### config.mk
export PLATFORM = sky130hd
export DESIGN_NAME = owdh_host
export DESIGN_NICKNAME = d
export VERILOG_FILES = /design/src/owdh_host.v /design/src/owdh_reg_ram.v
export VERILOG_INCLUDE_DIRS = /design/src
export SDC_FILE = /design/constraint.sdc
export NUM_CORES = 1
export LEC_CHECK = 0
export ABC_CLOCK_PERIOD_IN_PS = 3310
export BUFFER_PORTS_ARGS = -buffer_cell sky130_fd_sc_hd__buf_2
export CORE_MARGIN = 1
export CORE_UTILIZATION = 60
export DETAILED_ROUTE_END_ITERATION = 12
export GPL_TIMING_DRIVEN = 0
export HOLD_SLACK_MARGIN = 0.03
export PLACE_DENSITY_LB_ADDON = 0.2
export SETUP_SLACK_MARGIN = 0.5
export SYNTH_ARGS = -nofsm -noshare
export SYNTH_HDL_FRONTEND = slang
export SYNTH_SLANG_ARGS = --single-unit
export TNS_END_PERCENT = 5
### constraint.sdc
create_clock -name i_ref_clk -period 3.31 [get_ports i_ref_clk]
set_input_delay 0.1655 -clock i_ref_clk [delete_from_list [all_inputs] [get_ports i_ref_clk]]
set_output_delay 0.1655 -clock i_ref_clk [all_outputs]
set_load 0.01 [all_outputs]
### src/owdh_defs.vh
`ifndef OWDH_DEFS_VH
`define OWDH_DEFS_VH
// Register byte offsets
`define OWDH_REG_CTRL       4'h0
`define OWDH_REG_STATUS     4'h4
`define OWDH_REG_TXDATA     4'h8
`define OWDH_REG_RXDATA     4'hc
// Control fields
`define OWDH_CTRL_CMD_LSB   0
`define OWDH_CTRL_PARITY_CHECK_DISABLE_BIT  4
`define OWDH_CTRL_DIV_LSB   16
// Commands
`define OWDH_CMD_NONE       3'h0
`define OWDH_CMD_SEND       3'h1
`define OWDH_CMD_RECV       3'h2
`define OWDH_CMD_BREAK      3'h3
`define OWDH_CMD_ENABLE     3'h4
// Frame constants
`define OWDH_SYNC_CHAR      8'h55
`define OWDH_FRAME_BITS     4'hc
`define OWDH_BREAK_BITS     8'h0c
// Timing in ns at 40 MHz
`define OWDH_CLK_NS         25
`define OWDH_BREAK_NS       24600000
`define OWDH_BREAK_CYC      (`OWDH_BREAK_NS / `OWDH_CLK_NS)
`define OWDH_ENLOW_NS       500
`define OWDH_ENLOW_CYC      ((`OWDH_ENLOW_NS + `OWDH_CLK_NS - 1) / `OWDH_CLK_NS)
`define OWDH_DIV_RST        16'h00b2
`endif

### src/owdh_host.v
// Decided for this implementation: the AXI4-Lite slave port and the address map.
`include "owdh_defs.vh"
// Host controller for a one-wire half-duplex debug port
module owdh_host #(
    parameter BREAK_CYC = `OWDH_BREAK_CYC
) (
    input  wire        i_ref_clk,  // 40 MHz clock
    input  wire        i_srst,     // Sync reset, high
    input  wire [3:0]  i_awaddr,   // AXI write address
    input  wire        i_awvalid,  // AXI aw valid
    output reg         o_awready,  // AXI aw ready
    input  wire [31:0] i_wdata,    // AXI write data
    input  wire [3:0]  i_wstrb,    // AXI byte strobes
    input  wire        i_wvalid,   // AXI w valid
    output reg         o_wready,   // AXI w ready
    output reg  [1:0]  o_bresp,    // AXI write resp
    output reg         o_bvalid,   // AXI b valid
    input  wire        i_bready,   // AXI b ready
    input  wire [3:0]  i_araddr,   // AXI read address
    input  wire        i_arvalid,  // AXI ar valid
    output reg         o_arready,  // AXI ar ready
    output reg  [31:0] o_rdata,    // AXI read data
    output reg  [1:0]  o_rresp,    // AXI read resp
    output reg         o_rvalid,   // AXI r valid
    input  wire        i_rready,   // AXI r ready
    input  wire        i_wire_in,  // Debug wire level
    output reg         o_wire_out, // Debug wire drive value
    output reg         o_wire_oe_n // Low while driving
);
    localparam S_IDLE = 3'd0, S_BRK = 3'd1, S_ENLOW = 3'd2, S_ENWAIT = 3'd3;
    localparam S_TX = 3'd4, S_RXWAIT = 3'd5, S_RX = 3'd6, S_GAP = 3'd7;

    reg  [2:0]  state_reg;
    reg  [31:0] cnt_reg;
    reg  [15:0] div_reg;
    reg         parity_check_disable_reg;
    reg  [11:0] sh_reg;
    reg  [3:0]  bit_reg;
    reg  [7:0]  txd_reg;
    reg         busy_reg, err_reg, done_reg, ovf_reg;
    reg  [3:0]  wp_reg, rp_reg;
    reg  [2:0]  cmd_reg;
    reg         sync1_reg, sync2_reg;
    reg         aw_ok_reg, w_ok_reg;
    reg  [3:0]  aw_reg;
    reg  [31:0] wd_reg;
    reg         ram_we;
    reg  [8:0]  ram_wd;
    wire [8:0]  ram_rd;
    wire [15:0] half_div = {1'b0, div_reg[15:1]};

    // Even parity over a data byte
    function par8;
        input [7:0] d;
        begin
            par8 = ^d;
        end
    endfunction

    // Builds the 12-bit frame, LSB sent first
    // frame layout
    function [11:0] frame;
        input [7:0] d;
        begin
            frame = {2'b11, par8(d), d, 1'b0};
        end
    endfunction

    owdh_reg_ram #(.AW(4), .DW(9)) u_ram (
        .i_ref_clk (i_ref_clk),
        .i_we      (ram_we),
        .i_waddr   (wp_reg),
        .i_wdata   (ram_wd),
        .i_raddr   (rp_reg),
        .o_rdata   (ram_rd)
    );

    // Two-flop synchroniser on the pin
    always @(posedge i_ref_clk) begin
        if (i_srst) begin
            sync1_reg <= 1'b1;
            sync2_reg <= 1'b1;
        end else begin
            sync1_reg <= i_wire_in;
            sync2_reg <= sync1_reg;
        end
    end

    // AXI write side: address and data taken in either order
    always @(posedge i_ref_clk) begin
        if (i_srst) begin
            o_awready <= 1'b1;
            o_wready  <= 1'b1;
            o_bvalid  <= 1'b0;
            o_bresp   <= 2'b00;
            aw_ok_reg <= 1'b0;
            w_ok_reg  <= 1'b0;
            aw_reg    <= 4'h0;
            wd_reg    <= 32'h0;
            cmd_reg   <= `OWDH_CMD_NONE;
            parity_check_disable_reg  <= 1'b0;
            txd_reg   <= 8'h00;
            div_reg   <= `OWDH_DIV_RST;
        end else begin
            cmd_reg <= `OWDH_CMD_NONE;
            if (o_awready && i_awvalid) begin
                aw_reg    <= i_awaddr;
                aw_ok_reg <= 1'b1;
                o_awready <= 1'b0;
            end
            if (o_wready && i_wvalid) begin
                wd_reg   <= i_wdata;
                w_ok_reg <= 1'b1;
                o_wready <= 1'b0;
            end
            if (aw_ok_reg && w_ok_reg && !o_bvalid) begin
                o_bvalid  <= 1'b1;
                o_bresp   <= 2'b00;
                aw_ok_reg <= 1'b0;
                w_ok_reg  <= 1'b0;
                case (aw_reg)
                    `OWDH_REG_CTRL: begin
                        if (i_wstrb[0]) begin
                            cmd_reg  <= wd_reg[2:0];
                            parity_check_disable_reg <= wd_reg[`OWDH_CTRL_PARITY_CHECK_DISABLE_BIT];
                        end
                        if (i_wstrb[2] && wd_reg[31:16] != 16'h0) begin
                            div_reg <= wd_reg[31:16];
                        end
                    end
                    `OWDH_REG_TXDATA: begin
                        txd_reg <= wd_reg[7:0];
                    end
                    `OWDH_REG_STATUS, `OWDH_REG_RXDATA: begin
                        o_bresp <= 2'b00;
                    end
                    default: begin
                        o_bresp <= 2'b10;
                    end
                endcase
            end
            if (o_bvalid && i_bready) begin
                o_bvalid  <= 1'b0;
                o_awready <= 1'b1;
                o_wready  <= 1'b1;
            end
        end
    end

    // AXI read side; pops the receive memory on a data read
    always @(posedge i_ref_clk) begin
        if (i_srst) begin
            o_arready <= 1'b1;
            o_rvalid  <= 1'b0;
            o_rdata   <= 32'h0;
            o_rresp   <= 2'b00;
            rp_reg    <= 4'h0;
        end else if (o_arready && i_arvalid) begin
            o_arready <= 1'b0;
            o_rvalid  <= 1'b1;
            o_rresp   <= 2'b00;
            case (i_araddr)
                `OWDH_REG_CTRL: o_rdata <= {div_reg, 11'h0, parity_check_disable_reg, 4'h0};
                `OWDH_REG_STATUS: o_rdata <= {24'h0, ovf_reg, wp_reg != rp_reg,
                    done_reg, err_reg, 3'h0, busy_reg};
                `OWDH_REG_RXDATA: begin
                    o_rdata <= {23'h0, ram_rd};
                    if (wp_reg != rp_reg) begin
                        rp_reg <= rp_reg + 4'h1;
                    end
                end
                `OWDH_REG_TXDATA: o_rdata <= {24'h0, txd_reg};
                default: begin
                    o_rdata <= 32'h0;
                    o_rresp <= 2'b10;
                end
            endcase
        end else if (o_rvalid && i_rready) begin
            o_rvalid  <= 1'b0;
            o_arready <= 1'b1;
        end
    end

    // Wire engine: break, enable pulse, send frame, receive frame
    always @(posedge i_ref_clk) begin
        ram_we <= 1'b0;
        if (i_srst) begin
            state_reg   <= S_IDLE;
            cnt_reg     <= 32'h0;
            sh_reg      <= 12'hfff;
            bit_reg     <= 4'h0;
            busy_reg    <= 1'b0;
            err_reg     <= 1'b0;
            done_reg    <= 1'b0;
            ovf_reg     <= 1'b0;
            wp_reg      <= 4'h0;
            ram_wd      <= 9'h0;
            o_wire_out  <= 1'b1;
            o_wire_oe_n <= 1'b1;
        end else begin
            case (state_reg)
                S_IDLE: begin
                    o_wire_oe_n <= 1'b1;
                    o_wire_out  <= 1'b1;
                    busy_reg    <= 1'b0;
                    cnt_reg     <= 32'h0;
                    bit_reg     <= 4'h0;
                    case (cmd_reg)
                        `OWDH_CMD_SEND: begin
                            sh_reg    <= frame(txd_reg);
                            state_reg <= S_TX;
                            busy_reg  <= 1'b1;
                            done_reg  <= 1'b0;
                        end
                        `OWDH_CMD_RECV: begin
                            state_reg <= S_RXWAIT;
                            busy_reg  <= 1'b1;
                            done_reg  <= 1'b0;
                            err_reg   <= 1'b0;
                        end
                        `OWDH_CMD_BREAK: begin
                            state_reg <= S_BRK;
                            busy_reg  <= 1'b1;
                            done_reg  <= 1'b0;
                        end
                        `OWDH_CMD_ENABLE: begin
                            state_reg <= S_ENLOW;
                            busy_reg  <= 1'b1;
                            done_reg  <= 1'b0;
                        end
                        default: begin
                            state_reg <= S_IDLE;
                        end
                    endcase
                end
                S_BRK: begin
                    o_wire_oe_n <= 1'b0;
                    o_wire_out  <= 1'b0;
                    cnt_reg     <= cnt_reg + 32'h1;
                    if (cnt_reg == BREAK_CYC - 1) begin
                        o_wire_oe_n <= 1'b1;
                        o_wire_out  <= 1'b1;
                        cnt_reg     <= 32'h0;
                        state_reg   <= S_GAP;
                    end
                end
                S_ENLOW: begin
                    o_wire_oe_n <= 1'b0;
                    o_wire_out  <= 1'b0;
                    cnt_reg     <= cnt_reg + 32'h1;
                    if (cnt_reg == `OWDH_ENLOW_CYC - 1) begin
                        o_wire_oe_n <= 1'b1;
                        o_wire_out  <= 1'b1;
                        cnt_reg     <= 32'h0;
                        state_reg   <= S_ENWAIT;
                    end
                end
                S_ENWAIT: begin
                    // Wait for device to release the pin high
                    if (cnt_reg < 32'h4) begin
                        cnt_reg <= cnt_reg + 32'h1;
                    end else if (sync2_reg) begin
                        state_reg <= S_IDLE;
                        done_reg  <= 1'b1;
                    end
                end
                S_TX: begin
                    o_wire_oe_n <= 1'b0;
                    o_wire_out  <= sh_reg[0];
                    cnt_reg     <= cnt_reg + 32'h1;
                    if (cnt_reg[15:0] == div_reg - 16'h1) begin
                        cnt_reg <= 32'h0;
                        sh_reg  <= {1'b1, sh_reg[11:1]};
                        bit_reg <= bit_reg + 4'h1;
                        if (bit_reg == `OWDH_FRAME_BITS - 4'h1) begin
                            o_wire_oe_n <= 1'b1;
                            o_wire_out  <= 1'b1;
                            state_reg   <= S_IDLE;
                            done_reg    <= 1'b1;
                        end
                    end
                end
                S_RXWAIT: begin
                    // wait for device answer start bit
                    if (!sync2_reg) begin
                        state_reg <= S_RX;
                        cnt_reg   <= {16'h0, half_div};
                        bit_reg   <= 4'h0;
                    end
                end
                S_RX: begin
                    cnt_reg <= cnt_reg + 32'h1;
                    if (cnt_reg[15:0] == div_reg - 16'h1) begin
                        cnt_reg <= 32'h0;
                        sh_reg  <= {sync2_reg, sh_reg[11:1]};
                        bit_reg <= bit_reg + 4'h1;
                        if (bit_reg == `OWDH_FRAME_BITS - 4'h1) begin
                            state_reg <= S_IDLE;
                            done_reg  <= 1'b1;
                            ram_we    <= 1'b1;
                            ram_wd    <= {1'b0, sh_reg[9:2]};
                            if (!sync2_reg || !sh_reg[11] || sh_reg[1] ||
                                (!parity_check_disable_reg && (sh_reg[10] != par8(sh_reg[9:2])))) begin
                                err_reg   <= 1'b1;
                                ram_wd[8] <= 1'b1;
                            end
                            if (wp_reg + 4'h1 == rp_reg) begin
                                ovf_reg <= 1'b1;
                                // Drop the byte so the queue is not emptied
                                ram_we  <= 1'b0;
                            end
                        end
                    end
                end
                S_GAP: begin
                    cnt_reg <= cnt_reg + 32'h1;
                    if (cnt_reg[15:0] == div_reg - 16'h1) begin
                        cnt_reg <= 32'h0;
                        bit_reg <= bit_reg + 4'h1;
                        if (bit_reg == `OWDH_FRAME_BITS - 4'h1) begin
                            state_reg <= S_IDLE;
                            done_reg  <= 1'b1;
                        end
                    end
                end
                default: begin
                    state_reg <= S_IDLE;
                end
            endcase
            if (ram_we) begin
                wp_reg <= wp_reg + 4'h1;
            end
        end
    end
endmodule // owdh_host

### src/owdh_reg_ram.v
// Small register-output memory for received bytes
module owdh_reg_ram #(
    parameter AW = 4,
    parameter DW = 9
) (
    input  wire          i_ref_clk, // Clock
    input  wire          i_we,      // Write enable
    input  wire [AW-1:0] i_waddr,   // Write address
    input  wire [DW-1:0] i_wdata,   // Write data
    input  wire [AW-1:0] i_raddr,   // Read address
    output reg  [DW-1:0] o_rdata    // Registered read data
);
    reg [DW-1:0] mem [0:(1<<AW)-1];

    // Write port and registered read port
    always @(posedge i_ref_clk) begin
        if (i_we) begin
            mem[i_waddr] <= i_wdata;
        end
        o_rdata <= mem[i_raddr];
    end
endmodule // owdh_reg_ram

==> results of run 1 <==
[power groups by stage]
stage / clock, mW / combinational (mW) / sequential [mW]
after floorplan: 0 / 0.231 / 4.25
after global placement: 0 / 0.354 / 4.25
after detailed placement: 0 / 0.360 / 4.25
after CTS: 3.81 / 0.415 / 4.17
after global routing: 3.95 / 0.468 / 4.17
final: 3.78 / 0.433 / 4.17
[logic make-up (layout without fill, tap and decap cells)]
logic type	count (synthesis)	count (layout)	synth area share (%)
buf+inv	111	295	3.45
mux	83	83	9.98
compound gates	193	193	8.97
simple gates	500	500	17.9
flops	320	320	55.5
other cells	1	9	0.0265
xor+xnor	56	56	3.47
fa+ha+maj	9	9	0.778
[worst max-delay path: stages, from the launching register on]
cell and delay (ns):
dfxtp_1 0.30, clkbuf_1 0.23, or3_1 0.48, nor4_2 0.21, xnor2_1 0.15, a31oi_1 0.19
or4_4 0.57, nor3_4 0.21, o311ai_1 0.22, a211oi_2 0.25
[cell type report]
cell class	instances	area, µm²
sequential	320	7860
multi-input combinational	850	6130
fill	1526	5950
clock buffer	40	905
timing repair buffer	123	836
buffer	96	513
tap	313	392
clock inverter	21	195
inverter	15	61.3
[layout by cell type (no fill, tap or decap), types with 6 or more instances in the layout]
cell type / netlist / final
mux2i_1: 33 / 32
a221oi_2: 0 / 6
o211ai_1: 12 / 12
conb_1: 1 / 9
nand3_1: 52 / 50
nor2b_1: 10 / 10
nand2_1: 152 / 152
xor2_1: 22 / 22
nor3b_1: 7 / 6
buf_4: 11 / 23
nand4_1: 22 / 22
and2_1: 33 / 33
dfxtp_1: 176 / 172
mux4_2: 46 / 46
a22oi_1: 29 / 29
nor3_1: 37 / 34
and3_1: 15 / 15
inv_1: 14 / 12
clkbuf_16: 0 / 35
clkinv_1: 1 / 7
o21ai_1: 10 / 10
dlygate4sd3_1: 0 / 37
edfxtp_1: 144 / 144
a21oi_1: 66 / 62
xnor2_1: 34 / 33
clkinv_2: 0 / 10
or3_1: 12 / 12
nand2b_1: 10 / 10
o21ai_0: 18 / 18
nor4_1: 22 / 19
clkbuf_1: 53 / 48
nor2_1: 92 / 91
ha_1: 8 / 6
buf_1: 18 / 16
buf_2: 12 / 82
buf_6: 2 / 6
[how the worst min path moves through the flow]
stage,from,to,slack [ns],depth (start not counted)
after floorplan,i_awvalid,o_awready$_SDFFE_PP1P_,0.27,1
after global placement,i_wire_in,sync1_reg$_SDFF_PP1_,0.35,2
after detailed placement,i_wire_in,sync1_reg$_SDFF_PP1_,0.36,2
after CTS,i_araddr[0],o_rdata[8]$_SDFFE_PP0P_,0.03,4
after global routing,i_araddr[0],o_rresp[1]$_SDFFE_PP0P_,0.05,3
final,i_araddr[0],o_rresp[1]$_SDFFE_PP0P_,0.03,3
[metal layers]
metal | wire, µm | share of wire [%]
met5 | 16 | 0.040
met2 | 20000 | 50
met1 | 14900 | 37
met3 | 2490 | 6.3
met4 | 2290 | 5.8
[cells in the mapped netlist (14+ instances only)]
library cell	count	share of area, %
nor2_1	92	2.4
buf_1	18	0.48
dfxtp_1	176	25
nand4_1	22	0.97
and3_1	15	0.66
mux2i_1	33	2.3
nand3_1	52	1.8
nor3_1	37	1.3
clkbuf_1	53	1.4
a22oi_1	29	1.5
nor4_1	22	0.97
inv_1	14	0.37
o21ai_0	18	0.64
and2_1	33	1.5
mux4_2	46	7.3
a21oi_1	66	2.3
nand2_1	152	4.0
xor2_1	22	1.4
xnor2_1	34	2.1
edfxtp_1	144	31
[what timing repair did]
| item | CTS | global route |
|---|---|---|
| endpoints found under the hold margin | 37 | 0 |
| buffers inserted | 6 | 3 |
| hold buffers | 37 | 0 |
| setup endpoints to repair | 98 | 94 |
| pin swaps | 8 | 14 |
| gates resized for setup | 48 | 53 |
| cloned | 1 | 1 |
[per-stage QoR]
| stage | power, mW | instances | instance area (µm²) | hold slack, ns | util [%] |
|---|---|---|---|---|---|
| 3_5_place_dp | 4.62 | 1669 | 15000 | 0.355 | 65.4 |
| 6_report | 8.39 | 1778 | 16900 | 0.0305 | 73.9 |
| 2_1_floorplan | 4.48 | 1281 | 14200 | 0.266 | - |
| 4_1_cts | 8.39 | 1774 | 16700 | 0.0305 | 73.0 |
| 5_1_grt | 8.59 | 1778 | 16900 | 0.0464 | 73.9 |
| 3_3_place_gp | 4.61 | 1668 | 14900 | 0.349 | 65.4 |
==> impl_results.md, run 1 <==
* Status: finished, final reports clean
* Congestion Overflow GR at 0
* CTS tree: done
* Die Y at 156 µm
* Die area at 24,200 µm²
* Relative slew slack at 18.4%
* Initial DRC Count at 1,063
* Core Area at 22,800 µm²
* Post-synth EDFFs at 144
* Final wirelength at 39,700 µm
* GRT met3 Usage at 5.17%
* Clk_skew at 0.0263 ns
* Clk_lat worst skew at 0.54 ns
* Setup TNS at 0 ns
* Layout cells sized above 1 at 19.2%
* Synth warnings at 0
* Static leakage at 6.06 nW
* Diode count at 0
* Pwr/cell area at 496 nW/µm²
* Setup crit end kind: flip-flop
* Worst setup endpoint: err_reg$_SDFFE_PP0P_
* RSZ-0062 raised after global routing: yes
* Worst vdd ir at 531 µV
* Hold Vio Cnt, Final at 0
* Post-Syn Area at 14,100 µm²
* Clock transition at path regs at 0.07 ns
* Type of origin of the critical path: flip-flop
* Combinational power share at 5.2%
* Vias at 11.0k
* Clk sinks at 320
* Sequential power share at 49.7%
* Max reg flops at 144
* DR vias/cell at 6.19
* Antenna Violating Nets Remaining at 0
* Residual DRC at 0
* WL per Instance at 22.3 µm
* Total GRT Usage at 33.5%
* Dpl hpwl at 25,700 µm
* Crit path DAT at 3.34 ns
* I/O pin cnt at 95
* Synth cell types at 73
* Largest net degree at the start of global routing at 18
* Post-Synthesis Cells at 1,273
* Clk Tree Root Cell: clkbuf_16
* Seq/Total Area, Yosys at 55.5%
* Met2 usage at 59.0%
* Setup-failing EPs final at 0
* Die Width at 156 µm
* Worst min path class: in2reg
* Number of CTS-inserted buffers at 34
* Worst Reg-to-Reg Cells at 9
* Min Tclk post-route at 2.91 ns
* Critical path launch point: div_reg[10]$_SDFFE_PP0P_
* Top_reg_cell synth: dfxtp_1
* Met1 Track Usage GR at 38.7%
* GP Congestion at 0.931
* Mapped Avg Cell Area at 11.1 µm²
* Worst r2r src: div_reg[10]$_SDFFE_PP0P_
* Part of the cycle the worst path needs at 87.8%
* # port buffers at 74
* Starting Density at 61.9%
* Global-route wire length before repair at 60,900 µm
* Top Usage Layer GRT: met2
* Number of global-route vias before repair at 10.9k
* Clk pwr share at 45.1%
* Ys async rst share at 0%
* H-tree Lvls at 2
* Reg2Reg Setup Slack at 0.40 ns
* Critical path fanouts, max at 9
* Internal power at 6.50 mW
* Critical Path RT at 3.74 ns
* Worst slack at placement at -0.108 ns
* Worst setup path class: reg2reg
* Worst-case clock buffer depth at 3
* Slew Limit Fails at 0
* DR pass1 iterations at 7
* Worst R2R End: err_reg$_SDFFE_PP0P_
* Number of nets in the layout at 1,500
* Layout Area Growth over Synthesis at 19.4%
* Sw Pwr at 1.89 mW
* Tightest Pin Transition at 1.21 ns
* Switch share at 22.5%
* Max Fclk at 344 MHz
* Initial antenna violation count at 1
* Num rows at 55
* Yosys reg bits at 320
* PnR worst setup slack at 0.405 ns
* Max Cap Viol at 0
No activity file was read; power rests on OpenSTA's default activity.
==> inputs of run 2 (changes only) <==
==> constraint.sdc (replaced) <==
create_clock -name i_ref_clk -period 3.31 [get_ports i_ref_clk]
set_input_delay 0.1655 -clock i_ref_clk [delete_from_list [all_inputs] [get_ports i_ref_clk]]
set_output_delay 0.1655 -clock i_ref_clk [all_outputs]
set_load 0.1 [all_outputs]
==> impl_results.md, run 2 (synthesized netlist as in run 1, its figures left out) <==
* Met1 Track Usage GR at 38.6% (-0.089 points)
* CP delay by family, top: simple AND/OR/NAND/NOR gates
* Clk pwr share at 41.9% (-3.2 points)
* Setup crit end kind: flip-flop
* Max Cap Viol at 0 (unchanged)
* Critical path fanouts, max at 10 (+1)
* I/O pin cnt at 95 (unchanged)
* Part of the cycle the worst path needs at 88.9% (+1.1 points)
* Met2 usage at 55.8% (-3.2 points)
* Sw Pwr at 1.91 mW (+1.3%)
* Max Fclk at 340 MHz (-1.2%)
* Pwr Total at 8.13 mW (-3.1%)
* Starting Density at 61.9% (unchanged)
* Hold slack at 0.0933 ns (+0.0628 ns)
* CTS tree: done
* Critical Path RT at 3.76 ns (+0.02 ns)
* Congestion Overflow GR at 0 (unchanged)
* Type of origin of the critical path: flip-flop
* H-tree Lvls at 1 (-1)
* Final std cells w/o fill at 1,779 (+0.056%)
* GP Congestion at 0.914 (-1.8%)
* Worst hold path stage count at 3 (unchanged)
* Worst setup path class: reg2reg
* Slew Limit Fails at 0 (unchanged)
* Setup TNS at 0 ns (unchanged)
* Internal power at 6.21 mW (-4.4%)
* Crit path DAT at 3.39 ns (+0.05 ns)
* Layout Area Growth over Synthesis at 18.7%
* Pwr/cell area at 484 nW/µm² (-2.5%)
* Slowest-stage cell, CP: or4_1
* Clk_skew at 0.0158 ns (-0.0104 ns)
* Leading cell type in the layout, fill and taps excluded: dfxtp_1
* Initial antenna violation count at 0 (-1)
* Top Usage Layer GRT: met2
* Number of CTS-inserted buffers at 31 (-8.8%)
* Most frequent cells in the layout: 171 x dfxtp_1, 152 x nand2_1, 144 x edfxtp_1
* Hold worst-path end: o_rdata[8]$_SDFFE_PP0P_
* Largest net degree at the start of global routing at 18 (unchanged)
* WL per Instance at 21.6 µm (-3.5%)
* Die Y at 156 µm (unchanged)
* Clock transition at path regs at 0.06 ns (about the same)
* Placed Area at 15,000 µm² (about the same)
* Static leakage at 6.02 nW (-0.65%)
* Switch share at 23.6% (+1.0 points)
* Setup-failing EPs final at 0 (unchanged)
* Min Tclk post-route at 2.94 ns (+0.0360 ns)
* Core Area at 22,800 µm² (unchanged)
* Global-route wire length before repair at 59,000 µm (-3.2%)
* Worst min path class: in2reg
* Die area at 24,200 µm² (unchanged)
* Worst path buffer plus inverter count at 2 (+1)
* Worst vdd ir at 606 µV (+14%)
* Worst r2r src: cnt_reg[0]$_SDFFE_PP0P_
* Hold Startpoint: i_araddr[3]
* Initial DRC Count at 982 (-7.6%)
* CP most frequent cell: buf_4
* DR vias/cell at 6.20 (+0.17%)
* CP max stage delay at 0.58 ns (about the same)
* Tightest Pin Transition at 1.15 ns (-0.0598 ns)
* Residual DRC at 0 (unchanged)
* DR pass1 iterations at 5 (-2)
* Total GRT Usage at 32.0% (-1.5 points)
* DP Cell Count at 1,669 (unchanged)
* Vias at 11.0k (+0.23%)
* Clk sinks at 320 (unchanged)
* Number of nets in the layout at 1,504 (+0.27%)
* Fillers at 1,573 (+3.1%)
* Clk_lat worst skew at 0.59 ns (+0.05 ns)
* # port buffers at 74 (unchanged)
* Worst-case clock buffer depth at 3 (unchanged)
* Combinational power share at 6.8% (+1.6 points)
* Hold Vio Cnt, Final at 0 (unchanged)
* Final wirelength at 38,400 µm (-3.4%)
* RSZ-0062 raised after global routing: yes
* Finished Core Util at 73.5% (-0.45 points)
* Fin area at 16,800 µm² (-0.62%)
* Clk Tree Root Cell: clkbuf_16
* Die Width at 156 µm (unchanged)
* Worst R2R End: cnt_reg[17]$_SDFFE_PP0P_
* Relative slew slack at 22.5% (+4.0 points)
* Layout cells sized above 1 at 18.4% (-0.82 points)
* PnR worst setup slack at 0.369 ns (-0.0360 ns)
* Worst-path cell chain: ha_4 > nand3_1 > or4_1 > or4_4 > a211oi_2 > a21oi_2 > nor2b_1 > buf_4 > buf_4 > nand4_1 > o211ai_1
* Worst slack at placement at -0.0418 ns (+0.0665 ns)
* Number of global-route vias before repair at 10.7k (-1.8%)
* Dpl hpwl at 25,400 µm (-1.1%)
* Antenna Violating Nets Remaining at 0 (unchanged)
* Worst Reg-to-Reg Cells at 11 (+2)
* Num rows at 55 (unchanged)
* Max reg flops at 144 (unchanged)
* Status: finished, final reports clean
* Sequential power share at 51.3% (+1.6 points)
* GRT met3 Usage at 4.89% (-0.28 points)
* Reg2Reg Setup Slack at 0.37 ns (-0.04 ns)
-- run 2: changes by cell type in the layout (fill, tap and decap cells not counted), moves of 3 or more --
cell / delta
a21oi_1: +3
dlygate4sd3_1: +10
clkbuf_16: -4
clkbuf_8: +3
a21oi_2: -3
-- run 2: how the worst max path moves through the flow --
| stage | cells past startpoint | from | to |
|---|---|---|---|
| 6_report | 11 | cnt_reg[0]$_SDFFE_PP0P_ | cnt_reg[17]$_SDFFE_PP0P_ |
| 5_1_grt | 4 | rp_reg[0]$_SDFFE_PP0P_ | u_ram.o_rdata[7]$_DFF_P_ |
| 4_1_cts | 11 | cnt_reg[0]$_SDFFE_PP0P_ | cnt_reg[17]$_SDFFE_PP0P_ |
| 3_5_place_dp | 11 | div_reg[0]$_SDFFE_PP0P_ | sh_reg[8]$_SDFFE_PP1P_ |
| 3_3_place_gp | 11 | div_reg[0]$_SDFFE_PP0P_ | sh_reg[3]$_SDFFE_PP1P_ |
| 2_1_floorplan | 11 | cnt_reg[0]$_SDFFE_PP0P_ | cnt_reg[17]$_SDFFE_PP0P_ |
-- run 2: final cells by class --
type / instances / area (µm²) / area share [%]
Tap cell: 313 / 392 / 2.33
Antenna cell: 1 / 2.50 / 0.0149
Sequential cell: 320 / 7860 / 46.8
Clock inverter: 19 / 158 / 0.939
Inverter: 15 / 61.3 / 0.365
Multi-Input combinational cell: 850 / 6080 / 36.2
Timing Repair Buffer: 130 / 912 / 5.43
Buffer: 96 / 510 / 3.04
Clock buffer: 35 / 811 / 4.83
-- run 2: what timing repair did --
item | CTS | global route
hold endpoints to repair | 41 | 0
hold buffers | 47 | 0
setup endpoints to repair | 100 | 84
gates cloned | 1 | 0
pin swaps | 5 | 11
resized for setup | 48 | 39
buffers inserted | 6 | 1
-- run 2: per-layer routing --
layer | up-vias | routed length (µm) | share of wire, %
met1 | 5380 | 14600 | 38
li1 | 5027 | - | -
met4 | 0 | 1940 | 5.1
met2 | 483 | 19300 | 50
met5 | - | 0 | 0
met3 | 134 | 2510 | 6.5
-- run 2: power by group through the flow --
| stage | clock network, mW | logic [mW] | registers, mW |
|---|---|---|---|
| after CTS | 3.42 | 0.529 | 4.17 |
| after global routing | 3.57 | 0.582 | 4.17 |
| after detailed placement | 0 | 0.466 | 4.26 |
| after floorplan | 0 | 0.271 | 4.32 |
| final | 3.40 | 0.550 | 4.17 |
| after global placement | 0 | 0.462 | 4.26 |
-- run 2: tightest hold or removal path, stage by stage --
cell and delay [ns]:
clkbuf_1 0.22, nand4_1 0.18, a21oi_1 0.06
==> inputs of run 3 (changes only) <==
--- a/config.mk
+++ b/config.mk
@@ -13,7 +13,7 @@
 export DETAILED_ROUTE_END_ITERATION = 12
 export GPL_TIMING_DRIVEN = 0
 export HOLD_SLACK_MARGIN = 0.03
-export PLACE_DENSITY_LB_ADDON = 0.2
+export PLACE_DENSITY = 0.87
 export SETUP_SLACK_MARGIN = 0.5
 export SYNTH_ARGS = -nofsm -noshare
 export SYNTH_HDL_FRONTEND = slang
==> impl_results.md, run 3 (synthesized netlist as in run 1, its figures left out) <==
* Critical Path RT at 3.79 ns (+0.03 ns)
* Critical path launch point: div_reg[11]$_SDFFE_PP0P_
* Setup TNS at 0 ns (unchanged)
* Finished Core Util at 73.9% (+0.39 points)
* Number of nets in the layout at 1,512 (+0.53%)
* Core Area at 22,800 µm² (unchanged)
* Max Cap Viol at 0 (unchanged)
* Crit path DAT at 3.46 ns (+0.07 ns)
* Type of origin of the critical path: flip-flop
* WL per Instance at 22.9 µm (+6.0%)
* Leading cell type in the layout, fill and taps excluded: dfxtp_1
* DR pass1 iterations at 5 (unchanged)
* Clk_lat worst skew at 0.55 ns (-0.04 ns)
* Dpl hpwl at 25,800 µm (+1.5%)
* Total GRT Usage at 34.0% (+2.0 points)
* # port buffers at 74 (unchanged)
* Congestion Overflow GR at 0 (unchanged)
* Number of global-route vias before repair at 11.3k (+5.5%)
* Worst vdd ir at 512 µV (-16%)
* DP Cell Count at 1,668 (-0.060%)
* Residual DRC at 0 (unchanged)
* Worst R2R End: bit_reg[2]$_SDFFE_PP0P_
* Max reg flops at 144 (unchanged)
* Final wirelength at 40,900 µm (+6.6%)
* Pwr Total at 8.30 mW (+2.1%)
* Critical path fanouts, max at 9 (-1)
* Max Fclk at 335 MHz (-1.4%)
* Die area at 24,200 µm² (unchanged)
* Clk Tree Root Cell: clkbuf_16
* Worst r2r src: div_reg[11]$_SDFFE_PP0P_
* Antenna Violating Nets Remaining at 0 (unchanged)
* H-tree Lvls at 1 (unchanged)
* Most frequent cells in the layout: 171 x dfxtp_1, 152 x nand2_1, 144 x edfxtp_1
* Die Width at 156 µm (unchanged)
* Vias at 11.4k (+3.8%)
* Global-route wire length before repair at 62,500 µm (+6.0%)
* Worst min path class: in2reg
* Static leakage at 6.07 nW (+0.85%)
* Layout Area Growth over Synthesis at 19.3%
* I/O pin cnt at 95 (unchanged)
* Worst setup path class: reg2reg
* Number of CTS-inserted buffers at 31 (unchanged)
* Clk sinks at 320 (unchanged)
* Placed Area at 14,900 µm² (about the same)
* CTS tree: done
* Setup-failing EPs final at 0 (unchanged)
* Worst hold path stage count at 4 (+1)
* Hold Vio Cnt, Final at 0 (unchanged)
* GP Congestion at 0.951 (+4.1%)
* Slowest-stage cell, CP: or4_1
* Worst Reg-to-Reg Cells at 11 (unchanged)
* Part of the cycle the worst path needs at 90.1% (+1.2 points)
* Reg2Reg Setup Slack at 0.33 ns (-0.04 ns)
* Largest net degree at the start of global routing at 18 (unchanged)
* Layout cells sized above 1 at 18.4% (about the same)
* Starting Density at 61.9% (unchanged)
* Initial antenna violation count at 2 (+2)
* Relative slew slack at 21.1% (-1.3 points)
* DR vias/cell at 6.40 (+3.2%)
* Die Y at 156 µm (unchanged)
* Slew Limit Fails at 0 (unchanged)
* Worst-path cell chain: clkbuf_1 > or3_1 > nor4_1 > xnor2_1 > a31oi_1 > nor4_4 > buf_6 > buf_4 > a22oi_2 > or4_1 > a21oi_1
* Final std cells w/o fill at 1,789 (+0.56%)
* RSZ-0062 raised after global routing: yes
* Min Tclk post-route at 2.98 ns (+0.0413 ns)
* CP max stage delay at 0.48 ns (-0.10 ns)
* Hold worst-path end: cnt_reg[13]$_SDFFE_PP0P_
* Initial DRC Count at 1,328 (+35%)
* Clk_skew at 0.00989 ns (-0.00591 ns)
* Pwr/cell area at 492 nW/µm² (+1.6%)
* Num rows at 55 (unchanged)
* Status: finished, final reports clean
* Setup crit end kind: flip-flop
* Fin area at 16,900 µm² (+0.53%)
* Worst-case clock buffer depth at 3 (unchanged)
* Hold Startpoint: i_srst
* Fillers at 1,400 (-11%)
* Tightest Pin Transition at 1.17 ns (+0.0201 ns)
* Clock transition at path regs at 0.06 ns (about the same)
[run 3: changes by cell type in the layout (fill, tap and decap cells not counted), sizes merged]
cell / previous run / this run
clkbuf: 86 / 96
buf: 127 / 134
clkinv: 14 / 7
bufinv: 2 / 4
dlygate4sd3: 47 / 45
clkdlybuf4s15: 1 / 2
inv: 15 / 14
[run 3: through the flow]
stage / setup WS, ns / hold WS (ns)
3_5_place_dp: -0.0114 / 0.371
6_report: 0.328 / 0.0821
3_3_place_gp: 0.0310 / 0.365
5_1_grt: 0.207 / 0.105
4_1_cts: 0.285 / 0.0679
2_1_floorplan: 0.527 / 0.266
[run 3: power by group]
group / internal (mW) / total [mW] / switching [mW]
Clock: 2.10 / 3.57 / 1.47
Sequential: 4.13 / 4.17 / 0.0374
Combinational: 0.180 / 0.562 / 0.383
[run 3: area by class of cell]
class                      count  area [µm²]  share of cell area (%)
sequential                   320        7860                    46.6
tap                          313         392                    2.32
antenna                        1        2.50                  0.0148
timing repair buffer         138        1010                    6.01
inverter                      15        58.8                   0.348
multi-input combinational    850        6020                    35.7
buffer                        96         508                    3.01
clock buffer                  43         855                    5.06
clock inverter                13         165                   0.979
[run 3: repair_timing]
item / 4_1_cts / 5_1_grt
endpoints found under the setup margin: 94 / 96
pin swaps: 10 / 8
gates cloned: 1 / 2
resized for setup: 45 / 34
hold endpoints to repair: 39 / 0
setup buffers: 7 / 9
hold buffers: 45 / 0
[run 3: metal layers]
layer | wire (µm) | share of wire [%] | vias up | GRT usage, %
li1 | - | - | 5028 | -
met1 | 14800 | 36 | 5507 | 41.8
met2 | 19800 | 49 | 719 | 56.7
met3 | 3760 | 9.2 | 190 | 5.81
met4 | 2410 | 5.9 | 2 | 20.1
met5 | 24 | 0.059 | - | 0
[run 3: critical path, delay by kind of cell (launching register included)]
| kind | cells | cell delay (ns) |
|---|---|---|
| buffers and inverters | 3 | 0.54 |
| XOR/XNOR | 1 | 0.16 |
| flip-flops | 1 | 0.31 |
| AO/OA/AOI/OAI | 3 | 0.41 |
| AND/OR/NAND/NOR | 4 | 1.47 |
[run 3: worst max-delay path by stage]
stage / slack, ns / endpoint
finish: 0.33 / bit_reg[2]$_SDFFE_PP0P_
global route: 0.21 / u_ram.o_rdata[2]$_DFF_P_
CTS: 0.28 / cnt_reg[0]$_SDFFE_PP0P_
detailed placement: -0.01 / sh_reg[7]$_SDFFE_PP1P_
global placement: 0.03 / sh_reg[2]$_SDFFE_PP1P_
floorplan: 0.53 / cnt_reg[17]$_SDFFE_PP0P_
